## config.mk

```make
export PLATFORM = sky130hd
export DESIGN_NAME = eiss_top
export DESIGN_NICKNAME = d
export VERILOG_FILES = /design/src/rtl/eiss_pkg.sv /design/src/rtl/eiss_sync.sv /design/src/rtl/eiss_detect.sv /design/src/rtl/eiss_top.sv
export SDC_FILE = /design/constraint.sdc
export NUM_CORES = 1
export LEC_CHECK = 0
export BUFFER_PORTS_ARGS = -buffer_cell sky130_fd_sc_hd__buf_2
export CORE_MARGIN = 2
export CORE_UTILIZATION = 40
export CTS_BUF_LIST = sky130_fd_sc_hd__clkbuf_8 sky130_fd_sc_hd__clkbuf_16
export CTS_CLUSTER_SIZE = 14
export DETAILED_ROUTE_END_ITERATION = 8
export PLACE_DENSITY_LB_ADDON = 0.25
export SYNTH_ARGS = -nofsm -noshare
export SYNTH_HDL_FRONTEND = slang
export SYNTH_SLANG_ARGS = --single-unit
```

## constraint.sdc

```tcl
create_clock -name clk -period 2 [get_ports clk]
set_input_delay 0.1 -clock clk [delete_from_list [all_inputs] [get_ports clk]]
set_output_delay 0.1 -clock clk [all_outputs]
set_load 0.01 [all_outputs]
```

## src/rtl/eiss_pkg.sv

```systemverilog
// Package of constants and types for the external interrupt sense-select block
package eiss_pkg;
   // ==========================================================
   // Register map (byte addresses, one aligned word each)
   localparam logic [11:0] EISS_OFS_SENSE_HIGH = 12'h000;
   localparam logic [11:0] EISS_OFS_SENSE_LOW = 12'h004;
   localparam logic [11:0] EISS_OFS_STATUS = 12'h008;
   localparam logic [11:0] EISS_OFS_ENABLE = 12'h00C;
   localparam logic [11:0] EISS_OFS_IRQ_MASK = 12'h010;
   localparam logic [11:0] EISS_OFS_EVENT = 12'h014;
   // ==========================================================
   // Widths, reset values and masks
   localparam int EISS_NREQ = 16;
   localparam logic [15:0] EISS_RST16 = 16'h0000;
   // Implemented bits of the high sense register (15:14 and 7:0)
   localparam logic [15:0] EISS_HIGH_WMASK = 16'hC0FF;
   // Requests that exist: 15 and 11..0
   localparam logic [15:0] EISS_REQ_MASK = 16'h8FFF;
   // Slow-timer request index and its idle (reset) setting
   localparam int EISS_TIMER_IDX = 15;
   localparam logic [1:0] EISS_FIELD_ZERO = 2'h0;
   // Event register bits
   localparam int EISS_EVT_FLAG = 0;
   localparam int EISS_EVT_BADWR = 1;
   localparam logic [1:0] EISS_EVT_MASK = 2'h3;
   // ==========================================================
   // Sense modes, two bits: rise bit above fall bit
   typedef enum logic [1:0] {
      EISS_LOW = 2'b00,
      EISS_FALL = 2'b01,
      EISS_RISE = 2'b10,
      EISS_BOTH = 2'b11
   } eiss_mode_t;
   // APB request carrier
   typedef struct packed {
      logic sel;
      logic enable;
      logic write;
      logic [11:0] addr;
      logic [31:0] wdata;
   } eiss_apb_req_t;
endpackage

```

## src/rtl/eiss_sync.sv

```systemverilog
// Two-flop synchroniser for a vector of pin inputs
`timescale 1ns/1ns
module eiss_sync import eiss_pkg::*; #(
   parameter int WIDTH = EISS_NREQ,
   parameter logic [WIDTH-1:0] RESET_VAL = '1
) (
   input wire logic clk,
   input wire logic nrst,
   input wire logic ce,
   input wire logic [WIDTH-1:0] async,
   output logic [WIDTH-1:0] synced
);
   // First stage, read only by the second stage
   logic [WIDTH-1:0] meta_q;
   // ==========================================================
   // Synchroniser chain
   always_ff @(posedge clk or negedge nrst) begin
      if (!nrst) begin
         meta_q <= RESET_VAL;
         synced <= RESET_VAL;
      end else if (ce) begin
         meta_q <= async;
         synced <= meta_q;
      end
   end
endmodule // eiss_sync

```

## src/rtl/eiss_detect.sv

```systemverilog
// Per-input sense detector: level, falling, rising or both edges
`timescale 1ns/1ns
module eiss_detect import eiss_pkg::*; (
   input wire logic clk,
   input wire logic nrst,
   input wire logic ce,
   input wire logic sample,
   input wire logic [1:0] mode,
   output logic hit
);
   // Previous sample; reset high so a high input is not seen as a rising edge
   logic prev_q;
   logic fell;
   logic rose;
   // ==========================================================
   // Edge history
   always_ff @(posedge clk or negedge nrst) begin
      if (!nrst) begin
         prev_q <= 1'b1;
      end else if (ce) begin
         prev_q <= sample;
      end
   end
   assign fell = prev_q & ~sample;
   assign rose = ~prev_q & sample;
   // ==========================================================
   // Mode decode
   always_comb begin
      unique case (eiss_mode_t'(mode))
         EISS_LOW: hit = ~sample;
         EISS_FALL: hit = fell;
         EISS_RISE: hit = rose;
         EISS_BOTH: hit = fell | rose;
      endcase
   end
endmodule // eiss_detect

```

## src/rtl/eiss_top.sv

```systemverilog
// Top of the external interrupt sense-select block with APB registers
// ==========================================================
`timescale 1ns/1ns
module eiss_top import eiss_pkg::*; #(
   parameter int NREQ = EISS_NREQ
) (
   input wire logic clk,
   input wire logic nrst,
   input wire logic ce,
   input wire logic psel,
   input wire logic penable,
   input wire logic pwrite,
   input wire logic [11:0] paddr,
   input wire logic [31:0] pwdata,
   output logic [31:0] prdata,
   output logic pready,
   output logic pslverr,
   input wire logic [11:0] extRequestPins,
   input wire logic slowTimerOverflowInt,
   output logic cpuRequest,
   output logic irq
);
   // ==========================================================
   // Declarations
   eiss_apb_req_t req; // Bundled APB request
   logic [15:0] senseHigh_q; // High sense register
   logic [15:0] senseLow_q; // Low sense register
   logic [15:0] status_q; // Request status flags
   logic [15:0] enable_q; // Request enables
   logic [1:0] evt_q; // Sticky block events
   logic [1:0] evtMask_q; // Event interrupt mask
   logic [NREQ-1:0] rawIn; // Raw request inputs
   logic [NREQ-1:0] syncIn; // Synchronised inputs
   logic [NREQ-1:0] hit; // Detected conditions
   logic [31:0] senseAll; // Both sense registers joined
   logic [15:0] hitMasked; // Hits on requests that exist
   logic wrHit; // Write access phase
   logic rdHit; // Read access phase
   logic mapped; // Address decodes to a register
   logic [15:0] wdata16; // Low half of write data
   logic badHighWr; // Write breaks reserved or prohibited bits
   logic [1:0] timerField; // Written request 15 field

   assign req = '{sel: psel, enable: penable, write: pwrite, addr: paddr, wdata: pwdata};
   assign wrHit = req.sel & req.enable & req.write & pready;
   assign rdHit = req.sel & req.enable & ~req.write;
   assign wdata16 = req.wdata[15:0];
   assign timerField = wdata16[15:14];

   // Address decode, used for the error answer only
   function automatic logic is_mapped(input logic [11:0] a);
      is_mapped = (a == EISS_OFS_SENSE_HIGH) || (a == EISS_OFS_SENSE_LOW) ||
         (a == EISS_OFS_STATUS) || (a == EISS_OFS_ENABLE) ||
         (a == EISS_OFS_IRQ_MASK) || (a == EISS_OFS_EVENT);
   endfunction
   assign mapped = is_mapped(req.addr);

   // ==========================================================
   // Input gathering: pins for 11..0, slow timer for 15
   always_comb begin
      rawIn = '1; // Missing requests idle high
      rawIn[11:0] = extRequestPins;
      // Timer overflow pulse is active high; invert so a pulse is a falling edge
      rawIn[EISS_TIMER_IDX] = ~slowTimerOverflowInt;
   end

   eiss_sync #(
      .WIDTH(NREQ),
      .RESET_VAL('1)
   ) u_sync (
      .clk(clk),
      .nrst(nrst),
      .ce(ce),
      .async(rawIn),
      .synced(syncIn)
   );

   // Join the two registers so request n owns bits 2n+1:2n
   assign senseAll = {senseHigh_q, senseLow_q};

   // ==========================================================
   // One detector per request
   genvar gi;
   generate
      for (gi = 0; gi < NREQ; gi++) begin : g_det
         eiss_detect u_det (
            .clk(clk),
            .nrst(nrst),
            .ce(ce),
            .sample(syncIn[gi]),
            .mode(senseAll[2*gi+1 -: 2]),
            .hit(hit[gi])
         );
      end
   endgenerate

   // Request 15 idles at 00 and senses only at 01, so mask its level mode
   always_comb begin
      hitMasked = hit[15:0] & EISS_REQ_MASK;
      if (senseHigh_q[15:14] == EISS_FIELD_ZERO) begin
         hitMasked[EISS_TIMER_IDX] = 1'b0;
      end
   end

   // ==========================================================
   // Write check: reserved bits must be zero, request 15 only 00 or 01
   always_comb begin
      badHighWr = 1'b0;
      if (wrHit && req.addr == EISS_OFS_SENSE_HIGH) begin
         badHighWr = |(wdata16 & ~EISS_HIGH_WMASK);
         if (timerField == EISS_RISE || timerField == EISS_BOTH) begin
            badHighWr = 1'b1;
         end
      end
   end

   // ==========================================================
   // High sense register; prohibited request 15 codes are refused
   always_ff @(posedge clk or negedge nrst) begin
      if (!nrst) begin
         senseHigh_q <= EISS_RST16;
      end else if (ce && wrHit && req.addr == EISS_OFS_SENSE_HIGH) begin
         senseHigh_q[7:0] <= wdata16[7:0];
         if (timerField == EISS_LOW || timerField == EISS_FALL) begin
            senseHigh_q[15:14] <= timerField;
         end
         senseHigh_q[13:8] <= '0;
      end
   end

   // Low sense register, every field resets to level sensing
   always_ff @(posedge clk or negedge nrst) begin
      if (!nrst) begin
         senseLow_q <= EISS_RST16;
      end else if (ce && wrHit && req.addr == EISS_OFS_SENSE_LOW) begin
         senseLow_q <= wdata16;
      end
   end

   // ==========================================================
   // Status flags: a hit sets, writing zero to a flag clears;
   // a hit in the same cycle as the clear wins so no request is lost
   always_ff @(posedge clk or negedge nrst) begin
      if (!nrst) begin
         status_q <= EISS_RST16;
      end else if (ce) begin
         if (wrHit && req.addr == EISS_OFS_STATUS) begin
            status_q <= ((status_q & wdata16) | hitMasked) & EISS_REQ_MASK;
         end else begin
            status_q <= (status_q | hitMasked) & EISS_REQ_MASK;
         end
      end
   end

   // Enable register: one bit per existing request
   always_ff @(posedge clk or negedge nrst) begin
      if (!nrst) begin
         enable_q <= EISS_RST16;
      end else if (ce && wrHit && req.addr == EISS_OFS_ENABLE) begin
         enable_q <= wdata16 & EISS_REQ_MASK;
      end
   end

   // Forward only enabled flags; software should disable before
   // retuning a sense field, since a change may raise a false flag
   always_ff @(posedge clk or negedge nrst) begin
      if (!nrst) begin
         cpuRequest <= 1'b0;
      end else if (ce) begin
         cpuRequest <= |(status_q & enable_q);
      end
   end

   // ==========================================================
   // Block events: any new flag, bad high sense write (reserved bits or refused request 15 code); write 1 clears
   always_ff @(posedge clk or negedge nrst) begin
      if (!nrst) begin
         evt_q <= '0;
      end else if (ce) begin
         logic [1:0] setEvt;
         logic [1:0] clrEvt;
         setEvt = '0;
         setEvt[EISS_EVT_FLAG] = |(hitMasked & ~status_q);
         setEvt[EISS_EVT_BADWR] = badHighWr;
         clrEvt = '0;
         if (wrHit && req.addr == EISS_OFS_EVENT) begin
            clrEvt = req.wdata[1:0];
         end
         // Set wins over clear
         evt_q <= (evt_q & ~clrEvt) | setEvt;
      end
   end

   // Event mask, same layout
   always_ff @(posedge clk or negedge nrst) begin
      if (!nrst) begin
         evtMask_q <= '0;
      end else if (ce && wrHit && req.addr == EISS_OFS_IRQ_MASK) begin
         evtMask_q <= req.wdata[1:0] & EISS_EVT_MASK;
      end
   end

   // Level interrupt from any unmasked sticky event
   always_ff @(posedge clk or negedge nrst) begin
      if (!nrst) begin
         irq <= 1'b0;
      end else if (ce) begin
         irq <= |(evt_q & evtMask_q);
      end
   end

   // ==========================================================
   // APB answer: one wait state, pready registered
   always_ff @(posedge clk or negedge nrst) begin
      if (!nrst) begin
         pready <= 1'b0;
      end else if (ce) begin
         // High during the second access cycle only
         pready <= req.sel & req.enable & ~pready;
      end
   end

   // Unmapped addresses answer with an error
   always_ff @(posedge clk or negedge nrst) begin
      if (!nrst) begin
         pslverr <= 1'b0;
      end else if (ce) begin
         pslverr <= req.sel & req.enable & ~pready & ~mapped;
      end
   end

   // Read data registered with pready; reserved bits read zero
   always_ff @(posedge clk or negedge nrst) begin
      if (!nrst) begin
         prdata <= '0;
      end else if (ce) begin
         prdata <= '0;
         if (rdHit && !pready) begin
            unique case (req.addr)
               EISS_OFS_SENSE_HIGH: prdata <= {16'h0000, senseHigh_q & EISS_HIGH_WMASK};
               EISS_OFS_SENSE_LOW: prdata <= {16'h0000, senseLow_q};
               EISS_OFS_STATUS: prdata <= {16'h0000, status_q};
               EISS_OFS_ENABLE: prdata <= {16'h0000, enable_q};
               EISS_OFS_IRQ_MASK: prdata <= {30'h00000000, evtMask_q};
               EISS_OFS_EVENT: prdata <= {30'h00000000, evt_q};
               default: prdata <= '0;
            endcase
         end
      end
   end
endmodule // eiss_top

```

==> metrics.yaml, run 1 <==
grt:
  grt_pass1_vias: 4361
  grt_pass1_wl_mm: 22.9
  grt_start_max_net_pins: 81
  antenna_found_initial: 0
  grt_usage: 0.189
  grt.overflow.total: 0
sta:
  hold_viol: 0
  relSlewSlack: 0.464
  drv_slew: 0
  final.setup.tns_ps: -284
  finalClockSkew_ps: 7.33
  setup_viol: 1
  fin_hold_ws_ps: 10.9
  min_period_ps: 2280
  final.setup.worst_slack_ps: -284
  max_freq_mhz: 438
  fin_crit_sh: 1.14
  worstMarginPinSlew_ps: 805
  rsz0062_at_grt: "true"
hold_path:
  hold_depth: 2
  worstHoldStart: "pwdata[5]"
  hold_class: "in2reg"
  hold_end: "senseHigh_q[5]$_DFFE_PN0P_"
floorplanning:
  initial_utilization: 0.406
  rows: 44
  fp.dieH_um: 125
  core_area_um2: 14400
  ios: 99
  die_w_um: 125
  die-area_um2: 15600
route:
  dr.pass1.iters: 4
  routed_wl_mm: 14.0
  drcViolationCount: 0
  avgRoutedWirePerCell_um: 16.8
  drt-initial-drc-count: 305
  ant_nets: 0
  vias: 4300
  vias_per_cell: 5.17
pwr:
  p_sw_mw: 1.45
  power_frac_comb: 0.094
  p_seq_frac: 0.425
  p_per_area_nw_per_um2: 825
  p_leak_nw: 3.40
  vdd_drop_max_v: 0.000611
  sw_frac_of_total: 0.239
  clkPwrFrac: 0.481
  p_int_mw: 4.60
clock_tree:
  cts_root_buf: "clkbuf_16"
  cts_sinks: 115
  max-clock-path-buffers: 2
  cts_tree: "done"
  htree_levels: 4
  clock_latency_ps: 430
  cts_post_setup_buffers_inserted: 0
  numCtsBuffers: 17
  clkTransAtPathRegs_ps: 50
placement:
  place_area_um2: 6480
  port_buffers: 66
  placedCellCount: 774
  hpwl_mm: 9.97
  place.gp.congestion: 0.899
worst_setup_path:
  worstPathMaxFanout: 2
  cp_cell_sequence: "inv_2 > ha_4 > inv_2 > mux4_2 > a222oi_1 > o2111a_1 > nand3_1 > a22o_1"
  rrSetupSlack_ps: -280
  crit_arrival_ps: 2590
  crit_top_cell: "inv_2"
  slowest_stage: "dfstp_2"
  critPathTopFamily: "compound AO/OA/AOI/OAI gates"
  cp_num_buf_inv: 2
  ff2ff_path_depth: 8
  cp-start-kind: "flip-flop"
  r2r_start: "g_det[4].u_det.prev_q$_DFFE_PN1P_"
  max_stage_delay_ps: 540
  reg2reg_to: "evt_q[0]$_DFFE_PN0P_"
  crit_type: "reg2reg"
  end_kind: "flip-flop"
  crit_required_ps: 2310
finish:
  antenna_cells: 0
  drive_gt1_frac: 0.363
  fill_cells: 1289
  design_area_um2: 7330
  finalNonFillerCells: 832
  nNetsFinal: 724
  multi_input_area_um2: 2570
  syn_to_final_growth_pct: 25.8
  regArea_um2: 2930
  utilization: 0.510
synthesis:
  synth_seq_cells: 115
  synth_edf_count: 0
  synth_cells: 519
  async_flop_share: 1.00
  syn_area_um2: 5830
  synth_flop_cell: "dfrtp_1"
  avgSynthCellArea_um2: 11.2
  seq_area_frac_synth: 0.502
  ys_types: 47
  ys_warn_count: 0
outcome:
  status: "finished, violations left"
  failed_checks: "setup timing"
job:
  cap_violations: 0
routing by layer:
| layer | vias up | GRT usage | part of all wire |
|---|---|---|---|
| li1 | 2032 | - | - |
| met1 | 2129 | 0.253 | 0.47 |
| met2 | 117 | 0.300 | 0.47 |
| met3 | 22 | 0.0425 | 0.043 |
| met4 | 0 | 0.0760 | 0.021 |
| met5 | - | 0 | 0 |
cells in the final DEF, fill, tap and decap left out, types with 3 or more instances in the layout:
| master | Yosys | routed |
|---|---|---|
| dfrtp_1 | 76 | 76 |
| buf_2 | 2 | 65 |
| nand2_1 | 58 | 58 |
| o21ai_0 | 52 | 52 |
| inv_1 | 50 | 48 |
| mux2_2 | 42 | 42 |
| dfstp_2 | 39 | 39 |
| dlygate4sd3_1 | 0 | 26 |
| buf_4 | 18 | 26 |
| ha_1 | 26 | 25 |
| o2bb2ai_1 | 20 | 20 |
| clkbuf_16 | 0 | 17 |
| nor2_1 | 16 | 16 |
| conb_1 | 1 | 16 |
| a21oi_1 | 12 | 12 |
| mux2i_1 | 10 | 10 |
| mux4_2 | 10 | 10 |
| mux2_4 | 8 | 8 |
| a221oi_1 | 7 | 7 |
| clkinv_2 | 0 | 5 |
| clkbuf_8 | 0 | 5 |
| nor3_1 | 4 | 4 |
| a22oi_1 | 4 | 4 |
| a222oi_1 | 4 | 4 |
| inv_2 | 0 | 3 |
| nor4_1 | 3 | 3 |
| or3_1 | 3 | 3 |
| or4_1 | 3 | 3 |
| nor2b_1 | 3 | 3 |
| and2_1 | 3 | 3 |
| clkinvlp_4 | 0 | 3 |
| buf_12 | 0 | 3 |
cell families (layout without fill, tap and decap cells):
group                      after synthesis  count (layout)  share of synthesized area
DFF                                    115             115                      0.502
AOI/OAI and AO/OA                      112             112                      0.127
and+or+nand+nor                        106             106                     0.0865
buffers and inverters                   88             202                     0.0687
muxes                                   71              71                      0.159
adders and majority gates               26              26                     0.0558
other                                    1              16                   0.000643
synthesized netlist by cell type, types with 2 or more instances:
cell type / n / area share
a21oi_1: 12 / 0.010
a221oi_1: 7 / 0.011
a222oi_1: 4 / 0.0069
a22o_1: 2 / 0.0030
a22oi_1: 4 / 0.0052
a32o_1: 2 / 0.0034
and2_1: 3 / 0.0032
buf_1: 3 / 0.0019
buf_2: 2 / 0.0017
buf_4: 18 / 0.023
clkbuf_1: 15 / 0.0097
dfrtp_1: 76 / 0.33
dfstp_2: 39 / 0.18
ha_1: 26 / 0.056
inv_1: 50 / 0.032
mux2_2: 42 / 0.081
mux2_4: 8 / 0.021
mux2i_1: 10 / 0.017
mux4_2: 10 / 0.039
nand2_1: 58 / 0.037
nand2b_1: 2 / 0.0021
nand3_1: 2 / 0.0017
nor2_1: 16 / 0.010
nor2_4: 2 / 0.0039
nor2b_1: 3 / 0.0032
nor3_1: 4 / 0.0034
nor4_1: 3 / 0.0032
nor4_2: 2 / 0.0043
o21ai_0: 52 / 0.045
o2bb2ai_1: 20 / 0.030
o32ai_1: 2 / 0.0030
or3_1: 3 / 0.0032
or4_1: 3 / 0.0039
worst max-delay path by stage:
stage / to / cells after the start / from
6_report: evt_q[0]$_DFFE_PN0P_ / 8 / g_det[4].u_det.prev_q$_DFFE_PN1P_
5_1_grt: evt_q[0]$_DFFE_PN0P_ / 8 / g_det[4].u_det.prev_q$_DFFE_PN1P_
4_1_cts: evt_q[0]$_DFFE_PN0P_ / 8 / g_det[4].u_det.prev_q$_DFFE_PN1P_
3_5_place_dp: evt_q[0]$_DFFE_PN0P_ / 8 / g_det[4].u_det.prev_q$_DFFE_PN1P_
3_3_place_gp: evt_q[0]$_DFFE_PN0P_ / 8 / g_det[4].u_det.prev_q$_DFFE_PN1P_
2_1_floorplan: evt_q[0]$_DFFE_PN0P_ / 8 / g_det[4].u_det.prev_q$_DFFE_PN1P_
registers in the layout (all words and copies together), names as in the netlist, 10 cells and up:
signal,flops
enable_q,13
g_det.u_det.prev_q,13
prdata,16
senseHigh_q,10
senseLow_q,16
status_q,13
u_sync.meta_q,13
u_sync.synced,13
layout make-up:
class	instances	area share
flip-flops and latches	115	0.399
multi-input cells	331	0.351
repair buffers	120	0.115
clock buffers	22	0.0674
well taps	184	0.0314
inverters	50	0.0256
clock inverters	10	0.0111
repair_timing:
item,CTS,global route
setup endpoints to repair,1,1
pin swaps,0,0
resized for setup,3,1
hold endpoints to repair,77,0
hold buffers,26,0
power groups by stage:
| stage | registers [mW] | logic [mW] | clock network [mW] |
|---|---|---|---|
| floorplan | 2.59 | 0.317 | 0 |
| global placement | 2.59 | 0.503 | 0 |
| detailed placement | 2.60 | 0.529 | 0 |
| CTS | 2.57 | 0.576 | 2.97 |
| global route | 2.58 | 0.656 | 3.06 |
| finish | 2.57 | 0.569 | 2.91 |
stage by stage:
stage	power, mW	setup WS, ps
floorplan	2.91	-166
global placement	3.10	-235
detailed placement	3.13	-288
CTS	6.11	-269
global route	6.30	-409
finish	6.05	-284
Power figures use the tool's default switching activity.
==> inputs of run 2 (changes only) <==
Settings changed: MAX_ROUTING_LAYER from default to met4.
==> run 2 against run 1 <==
  * The run still ends with setup timing left
  * Clock skew shrank 1.5 ps
  * Critical path depth is the same
  * Global-route usage grew 0.76 points
  * First-iteration DRC count grew 17%
  * Utilization shrank 0.28 points
  * Maximum frequency shrank 1.3%
  * Clock power shrank 7%
  * Sequential share of layout area grew 0.22 points
  * Critical path type unchanged
  * Highest routed layer unchanged
==> metrics.yaml, run 2 (synthesis results as in run 1) <==
route:
  vias_per_cell: 5.19  # was 5.17
  drt-initial-drc-count: 356  # was 305
  vias: 4304  # was 4300
  drcViolationCount: 0  # unchanged
  dr.pass1.iters: 7  # was 4
  ant_nets: 0  # unchanged
  routed_wl_mm: 14.1  # was 14.0 mm
  avgRoutedWirePerCell_um: 17.0  # was 16.8 µm
sta:
  rsz0062_at_grt: "true"  # unchanged
  setup_viol: 1  # unchanged
  finalClockSkew_ps: 5.80  # was 7.33 ps
  final.setup.worst_slack_ps: -313  # was -284 ps
  fin_crit_sh: 1.16  # was 1.14
  drv_slew: 0  # unchanged
  hold_viol: 0  # unchanged
  max_freq_mhz: 432  # was 438 MHz
  worstMarginPinSlew_ps: 811  # was 805 ps
  relSlewSlack: 0.460  # was 0.464
  min_period_ps: 2310  # was 2280 ps
job:
  cap_violations: 0  # unchanged
grt:
  grt_start_max_net_pins: 81  # unchanged
  grt_usage: 0.197  # was 0.189
  antenna_found_initial: 0  # unchanged
  grt.overflow.total: 0  # unchanged
  grt_pass1_vias: 4280  # was 4361
  grt_pass1_wl_mm: 23.2  # was 22.9 mm
finish:
  antenna_cells: 0  # unchanged
  syn_to_final_growth_pct: 25.1  # was 25.8%
  top_regs: "prdata x16, senseLow_q x16"  # unchanged
  utilization: 0.507  # was 0.510
  fill_cells: 1295  # was 1289
  nNetsFinal: 721  # was 724
  final_common_cell: "dfrtp_1"  # unchanged
  most-common-layout-cells: "76 x dfrtp_1, 65 x buf_2, 58 x nand2_1"  # unchanged
  drive_gt1_frac: 0.360  # was 0.363
clock_tree:
  cts_tree: "done"  # unchanged
  htree_levels: 4  # unchanged
  max-clock-path-buffers: 2  # unchanged
  cts_root_buf: "clkbuf_16"  # unchanged
  clkTransAtPathRegs_ps: 50  # about the same
  cts_sinks: 115  # unchanged
  clock_latency_ps: 420  # was 430 ps
  numCtsBuffers: 17  # unchanged
placement:
  hpwl_mm: 9.92  # was 9.97 mm
  place.gp.congestion: 0.913  # was 0.899
  port_buffers: 66  # unchanged
pwr:
  p_total_mw: 5.87  # was 6.05 mW
  p_leak_nw: 3.40  # about the same
  p_per_area_nw_per_um2: 805  # was 825 nW/µm²
  vdd_drop_max_v: 0.000621  # was 0.000611 V
worst_setup_path:
  critPathTopFamily: "compound AO/OA/AOI/OAI gates"  # unchanged
  ff2ff_path_depth: 8  # unchanged
  crit_arrival_ps: 2620  # was 2590 ps
  max_stage_delay_ps: 530  # was 540 ps
  cp_cell_sequence: "inv_2 > ha_4 > inv_2 > mux4_2 > a222oi_1 > o2111a_1 > nand3_1 > a22o_1"  # unchanged
  cp_num_buf_inv: 2  # unchanged
  reg2reg_to: "evt_q[0]$_DFFE_PN0P_"  # unchanged
  cp-start-kind: "flip-flop"  # unchanged
  crit_type: "reg2reg"  # unchanged
  slowest_stage: "dfstp_2"  # unchanged
  rrSetupSlack_ps: -310  # was -280 ps
  end_kind: "flip-flop"  # unchanged
  worstPathMaxFanout: 2  # unchanged
  crit_required_ps: 2300  # was 2310 ps
  crit_path_start: "g_det[4].u_det.prev_q$_DFFE_PN1P_"  # unchanged
  crit_top_cell: "inv_2"  # unchanged
  r2r_start: "g_det[4].u_det.prev_q$_DFFE_PN1P_"  # unchanged
hold_path:
  worstHoldStart: "pwdata[8]"  # was pwdata[5]
  hold_end: "senseLow_q[8]$_DFFE_PN0P_"  # was senseHigh_q[5]$_DFFE_PN0P_
  hold_depth: 2  # unchanged
  hold_class: "in2reg"  # unchanged
floorplanning:
  rows: 44  # unchanged
  ios: 99  # unchanged
  initial_utilization: 0.406  # unchanged
  core_area_um2: 14400  # unchanged
  fp.dieH_um: 125  # unchanged
  die_w_um: 125  # unchanged
  die-area_um2: 15600  # unchanged
outcome:
  status: "finished, violations left"  # unchanged
  failed_checks: "setup timing"  # unchanged
run 2: routing by layer:
layer / wire length [µm] / GRT usage / vias to the layer above
met5: 0 / - / -
met4: 334 / 0.0714 / 0
met3: 757 / 0.0447 / 28
met2: 6620 / 0.303 / 135
met1: 6410 / 0.257 / 2110
li1: - / - / 2031
run 2: layout make-up:
class / instances / area (µm²) / area share
flip-flops and latches: 115 / 2930 / 0.401
multi-input cells: 331 / 2580 / 0.354
repair buffers: 117 / 826 / 0.113
clock buffers: 22 / 494 / 0.0678
well taps: 184 / 230 / 0.0316
inverters: 50 / 188 / 0.0257
clock inverters: 10 / 43.8 / 0.00601
run 2: power by group:
| group | switching (mW) | internal [mW] | leakage [nW] |
|---|---|---|---|
| clock network | 1.00 | 1.71 | 0.292 |
| registers | 0.0727 | 2.50 | 1.39 |
| logic | 0.323 | 0.261 | 1.72 |
run 2: worst max-delay path by stage:
| stage | end | slack (ps) | cells past startpoint |
|---|---|---|---|
| 3_5_place_dp | evt_q[0]$_DFFE_PN0P_ | -310 | 8 |
| 3_3_place_gp | evt_q[0]$_DFFE_PN0P_ | -230 | 8 |
| 5_1_grt | evt_q[0]$_DFFE_PN0P_ | -390 | 8 |
| 4_1_cts | evt_q[0]$_DFFE_PN0P_ | -290 | 8 |
| 6_report | evt_q[0]$_DFFE_PN0P_ | -310 | 8 |
| 2_1_floorplan | evt_q[0]$_DFFE_PN0P_ | -170 | 8 |
run 2: repair_timing:
action / in CTS / in global routing
hold buffers: 24 / 0
endpoints found under the hold margin: 117 / 0
gates resized for setup: 3 / 3
pin swaps: 0 / 3
endpoints found under the setup margin: 1 / 1
buffers inserted: 0 / 1
run 2: metrics by stage:
stage	TNS (ps)	hold slack (ps)	instances	worst slack, ps	area, µm²
after global routing	-389	18.1	829	-389	7290
after floorplan	-166	-196	534	-166	5890
after CTS	-291	9.31	828	-291	7270
after detailed placement	-1280	127	772	-312	6480
after global placement	-1060	125	772	-235	6480
final	-313	18.8	829	-313	7290
==> inputs of run 3 (changes only) <==
Settings changed: ABC_AREA from default to 1.
==> run 3 against run 2 <==
  * The run now ends clean
  * Area after synthesis is 8.8% higher
  * Maximum frequency is 35% higher
  * Non-clock buffer count is 10 lower
  * Critical path depth is 5 higher
  * Sequential power hardly changed
  * Sequential share of layout area is 2.5 points lower
  * Cell count is 35% higher
  * Power is 8.8% higher
  * Clock power is 21% higher
  * Wire length is 13% higher
  * Via count is 21% higher
  * Critical endpoint unchanged
==> metrics.yaml, run 3 <==
sta:
  worstMarginPinSlew_ps: 625  # was 811 ps
  fin_hold_ws_ps: 69.8  # was 18.8 ps
  fin_crit_sh: 0.856  # was 1.16
  max_freq_mhz: 584  # was 432 MHz
  setup_viol: 0  # was 1
  finalClockSkew_ps: 4.81  # was 5.80 ps
  rsz0062_at_grt: "false"  # was true
  drv_slew: 0  # unchanged
  hold_viol: 0  # unchanged
  relSlewSlack: 0.579  # was 0.460
  final.setup.tns_ps: 0  # was -313 ps
  min_period_ps: 1710  # was 2310 ps
synthesis:
  ys_warn_count: 0  # unchanged
  synth_top_cell_by_area: "dfrtp_1"  # unchanged
  synth_cells: 786  # was 519
  ys_types: 38  # was 47
  ys_top_cells_by_count: "261 x nand2_1, 103 x inv_1, 76 x dfrtp_1, 68 x nand3_1, 50 x o21ai_0"  # was 76 x dfrtp_1, 58 x nand2_1, 52 x o21ai_0, 50 x inv_1, 42 x mux2_2
  seq_area_frac_synth: 0.462  # was 0.502
  synth_xor_area_frac: 0  # unchanged
  synth_flop_cell: "dfrtp_1"  # unchanged
  synth_edf_count: 0  # unchanged
  synth_area_leaders: "dfrtp_1 30%, dfstp_2 16%, nand2_1 15%, inv_1 6.1%, nand3_1 5.4%"  # was dfrtp_1 33%, dfstp_2 18%, mux2_2 8.1%, ha_1 5.6%, o21ai_0 4.5%
  synth_compound_area_frac: 0.107  # was 0.127
  synth_top_family_by_area: "simple AND/OR/NAND/NOR gates"  # was multiplexers
  synth_adder_area_share: 0.0513  # was 0.0558
  async_flop_share: 1.00  # unchanged
  synth_mux_area_frac: 0  # was 0.159
  synthSimpleGateAreaFrac: 0.273  # was 0.0865
  avgSynthCellArea_um2: 8.07  # was 11.2 µm²
  yosysMostFrequentCell: "nand2_1"  # was dfrtp_1
  syn_area_um2: 6340  # was 5830 µm²
  synth_top_area_frac: 0.300  # was 0.326
  synth_seq_cells: 115  # unchanged
worst_setup_path:
  reg2reg_to: "evt_q[0]$_DFFE_PN0P_"  # unchanged
  cp-start-kind: "flip-flop"  # unchanged
  end_kind: "flip-flop"  # unchanged
  crit_arrival_ps: 2020  # was 2620 ps
  crit_required_ps: 2300  # about the same
  crit_type: "reg2reg"  # unchanged
  ff2ff_path_depth: 13  # was 8
  rrSetupSlack_ps: 290  # was -310 ps
  worstPathMaxFanout: 2  # unchanged
  r2r_start: "g_det[15].u_det.prev_q$_DFFE_PN1P_"  # was g_det[4].u_det.prev_q$_DFFE_PN1P_
pwr:
  p_int_mw: 4.91  # was 4.47 mW
  power_frac_comb: 0.088  # was 0.099
  p_total_mw: 6.39  # was 5.87 mW
  vdd_drop_max_v: 0.000616  # was 0.000621 V
  p_leak_nw: 3.99  # was 3.40 nW
  p_per_area_nw_per_um2: 821  # was 805 nW/µm²
  sw_frac_of_total: 0.231  # was 0.239
  clkPwrFrac: 0.513  # was 0.462
  p_sw_mw: 1.48  # was 1.40 mW
  p_seq_frac: 0.399  # was 0.439
grt:
  grt_start_max_net_pins: 63  # was 81
  met1_usage: 0.287  # was 0.257
  use_met3: 0.0582  # was 0.0447
  top_usage_layer: "met2"  # unchanged
  grt_pass1_vias: 4974  # was 4280
  grt_usage: 0.210  # was 0.197
  grt_pass1_wl_mm: 26.1  # was 23.2 mm
  grt_use_met2: 0.295  # was 0.303
  grt.overflow.total: 0  # unchanged
  antenna_found_initial: 0  # unchanged
route:
  drt-initial-drc-count: 300  # was 356
  dr.pass1.iters: 5  # was 7
  vias: 5213  # was 4304
  avgRoutedWirePerCell_um: 14.3  # was 17.0 µm
  drcViolationCount: 0  # unchanged
  vias_per_cell: 4.67  # was 5.19
  ant_nets: 0  # unchanged
  routed_wl_mm: 16.0  # was 14.1 mm
finish:
  regArea_um2: 2930  # unchanged
  syn_to_final_growth_pct: 22.7  # was 25.1%
  utilization: 0.495  # was 0.507
  multi_input_area_um2: 2800  # was 2580 µm²
  fill_cells: 1514  # was 1295
  antenna_cells: 0  # unchanged
  nNetsFinal: 977  # was 721
  final_common_cell: "nand2_1"  # was dfrtp_1
  design_area_um2: 7780  # was 7290 µm²
  drive_gt1_frac: 0.215  # was 0.360
  top_regs: "prdata x16, senseLow_q x16"  # unchanged
  most-common-layout-cells: "261 x nand2_1, 106 x inv_1, 76 x dfrtp_1"  # was 76 x dfrtp_1, 65 x buf_2, 58 x nand2_1
floorplanning:
  die_w_um: 130  # was 125 µm
  die-area_um2: 16900  # was 15600 µm²
  initial_utilization: 0.403  # was 0.406
  core_area_um2: 15700  # was 14400 µm²
  fp.dieH_um: 130  # was 125 µm
  ios: 99  # unchanged
  rows: 46  # was 44
job:
  cap_violations: 0  # unchanged
clock_tree:
  htree_levels: 4  # unchanged
  cts_root_buf: "clkbuf_16"  # unchanged
  cts_sinks: 115  # unchanged
  clock_latency_ps: 420  # about the same
  numCtsBuffers: 17  # unchanged
  max-clock-path-buffers: 2  # unchanged
  cts_tree: "done"  # unchanged
  clkTransAtPathRegs_ps: 60  # was 50 ps
hold_path:
  hold_class: "in2reg"  # unchanged
  worstHoldStart: "pwrite"  # was pwdata[8]
  hold_end: "prdata[12]$_DFFE_PN0P_"  # was senseLow_q[8]$_DFFE_PN0P_
  hold_depth: 4  # was 2
outcome:
  status: "finished clean"  # was finished, violations left
placement:
  place.gp.congestion: 0.859  # was 0.913
  place_area_um2: 6840  # was 6480 µm²
  port_buffers: 66  # unchanged
  hpwl_mm: 11.6  # was 9.92 mm
[run 3: cell count changes after synthesis, moves of 20 or more]
cell | before | now
o21ai_1 | 0 | 21
nand3_1 | 2 | 68
inv_1 | 50 | 103
o2bb2ai_1 | 20 | 0
nand2_1 | 58 | 261
mux2_2 | 42 | 0
o21ai_2 | 0 | 22
[run 3: worst max-delay path by stage]
stage	slack, ps	from	endpoint
after global placement	300	g_det[15].u_det.prev_q$_DFFE_PN1P_	evt_q[0]$_DFFE_PN0P_
after global routing	100	pready$_DFFE_PN0P_	enable_q[2]$_DFFE_PN0P_
final	290	g_det[15].u_det.prev_q$_DFFE_PN1P_	evt_q[0]$_DFFE_PN0P_
after CTS	280	pready$_DFFE_PN0P_	enable_q[2]$_DFFE_PN0P_
after detailed placement	290	g_det[15].u_det.prev_q$_DFFE_PN1P_	evt_q[0]$_DFFE_PN0P_
after floorplan	530	g_det[2].u_det.prev_q$_DFFE_PN1P_	evt_q[0]$_DFFE_PN0P_
[run 3: layer usage]
metal,part of all wire,vias to the layer above
met3,0.063,29
li1,-,2676
met1,0.49,2344
met4,0.026,0
met5,0,-
met2,0.42,164
[run 3: power groups by stage]
stage	Combinational (mW)	Clock, mW	Sequential, mW
2_1_floorplan	0.340	0	2.57
3_3_place_gp	0.514	0	2.58
3_5_place_dp	0.525	0	2.58
4_1_cts	0.572	3.32	2.55
5_1_grt	0.666	3.44	2.56
6_report	0.562	3.28	2.55
[run 3: layout make-up]
cell class | instances | share of cell area
Sequential cell | 115 | 0.376
Multi-Input combinational cell | 539 | 0.360
Timing Repair Buffer | 107 | 0.0953
Clock buffer | 18 | 0.0565
Inverter | 108 | 0.0525
Tap cell | 216 | 0.0348
Clock inverter | 14 | 0.0249
[run 3: cells by family (layout without fill, tap and decap cells)]
kind of cell	after synthesis	in the layout
flops	115	115
compound gates	113	113
buf+inv	147	247
simple gates	384	384
fa+ha+maj	26	26
other cells	1	16
[run 3: repair_timing]
action	in CTS	in global routing
setup buffers	0	0
hold buffers	30	0
endpoints found under the hold margin	40	0
resized for setup	0	0
[run 3: critical path, stage by stage, from the launching register on]
cell	delay (ps)
dfstp_2	530
inv_1	50
ha_1	260
inv_1	40
nand2_1	40
nand3_1	80
nand3_1	90
nand2_1	60
inv_1	80
nand2_1	60
nor2_1	90
nand2_1	90
nand2_1	70
nand2_1	60
[run 3: stage by stage]
stage / instances / setup slack [ps]
2_1_floorplan: 801 / 526
3_3_place_gp: 1055 / 303
3_5_place_dp: 1055 / 293
4_1_cts: 1117 / 280
5_1_grt: 1117 / 103
6_report: 1117 / 287
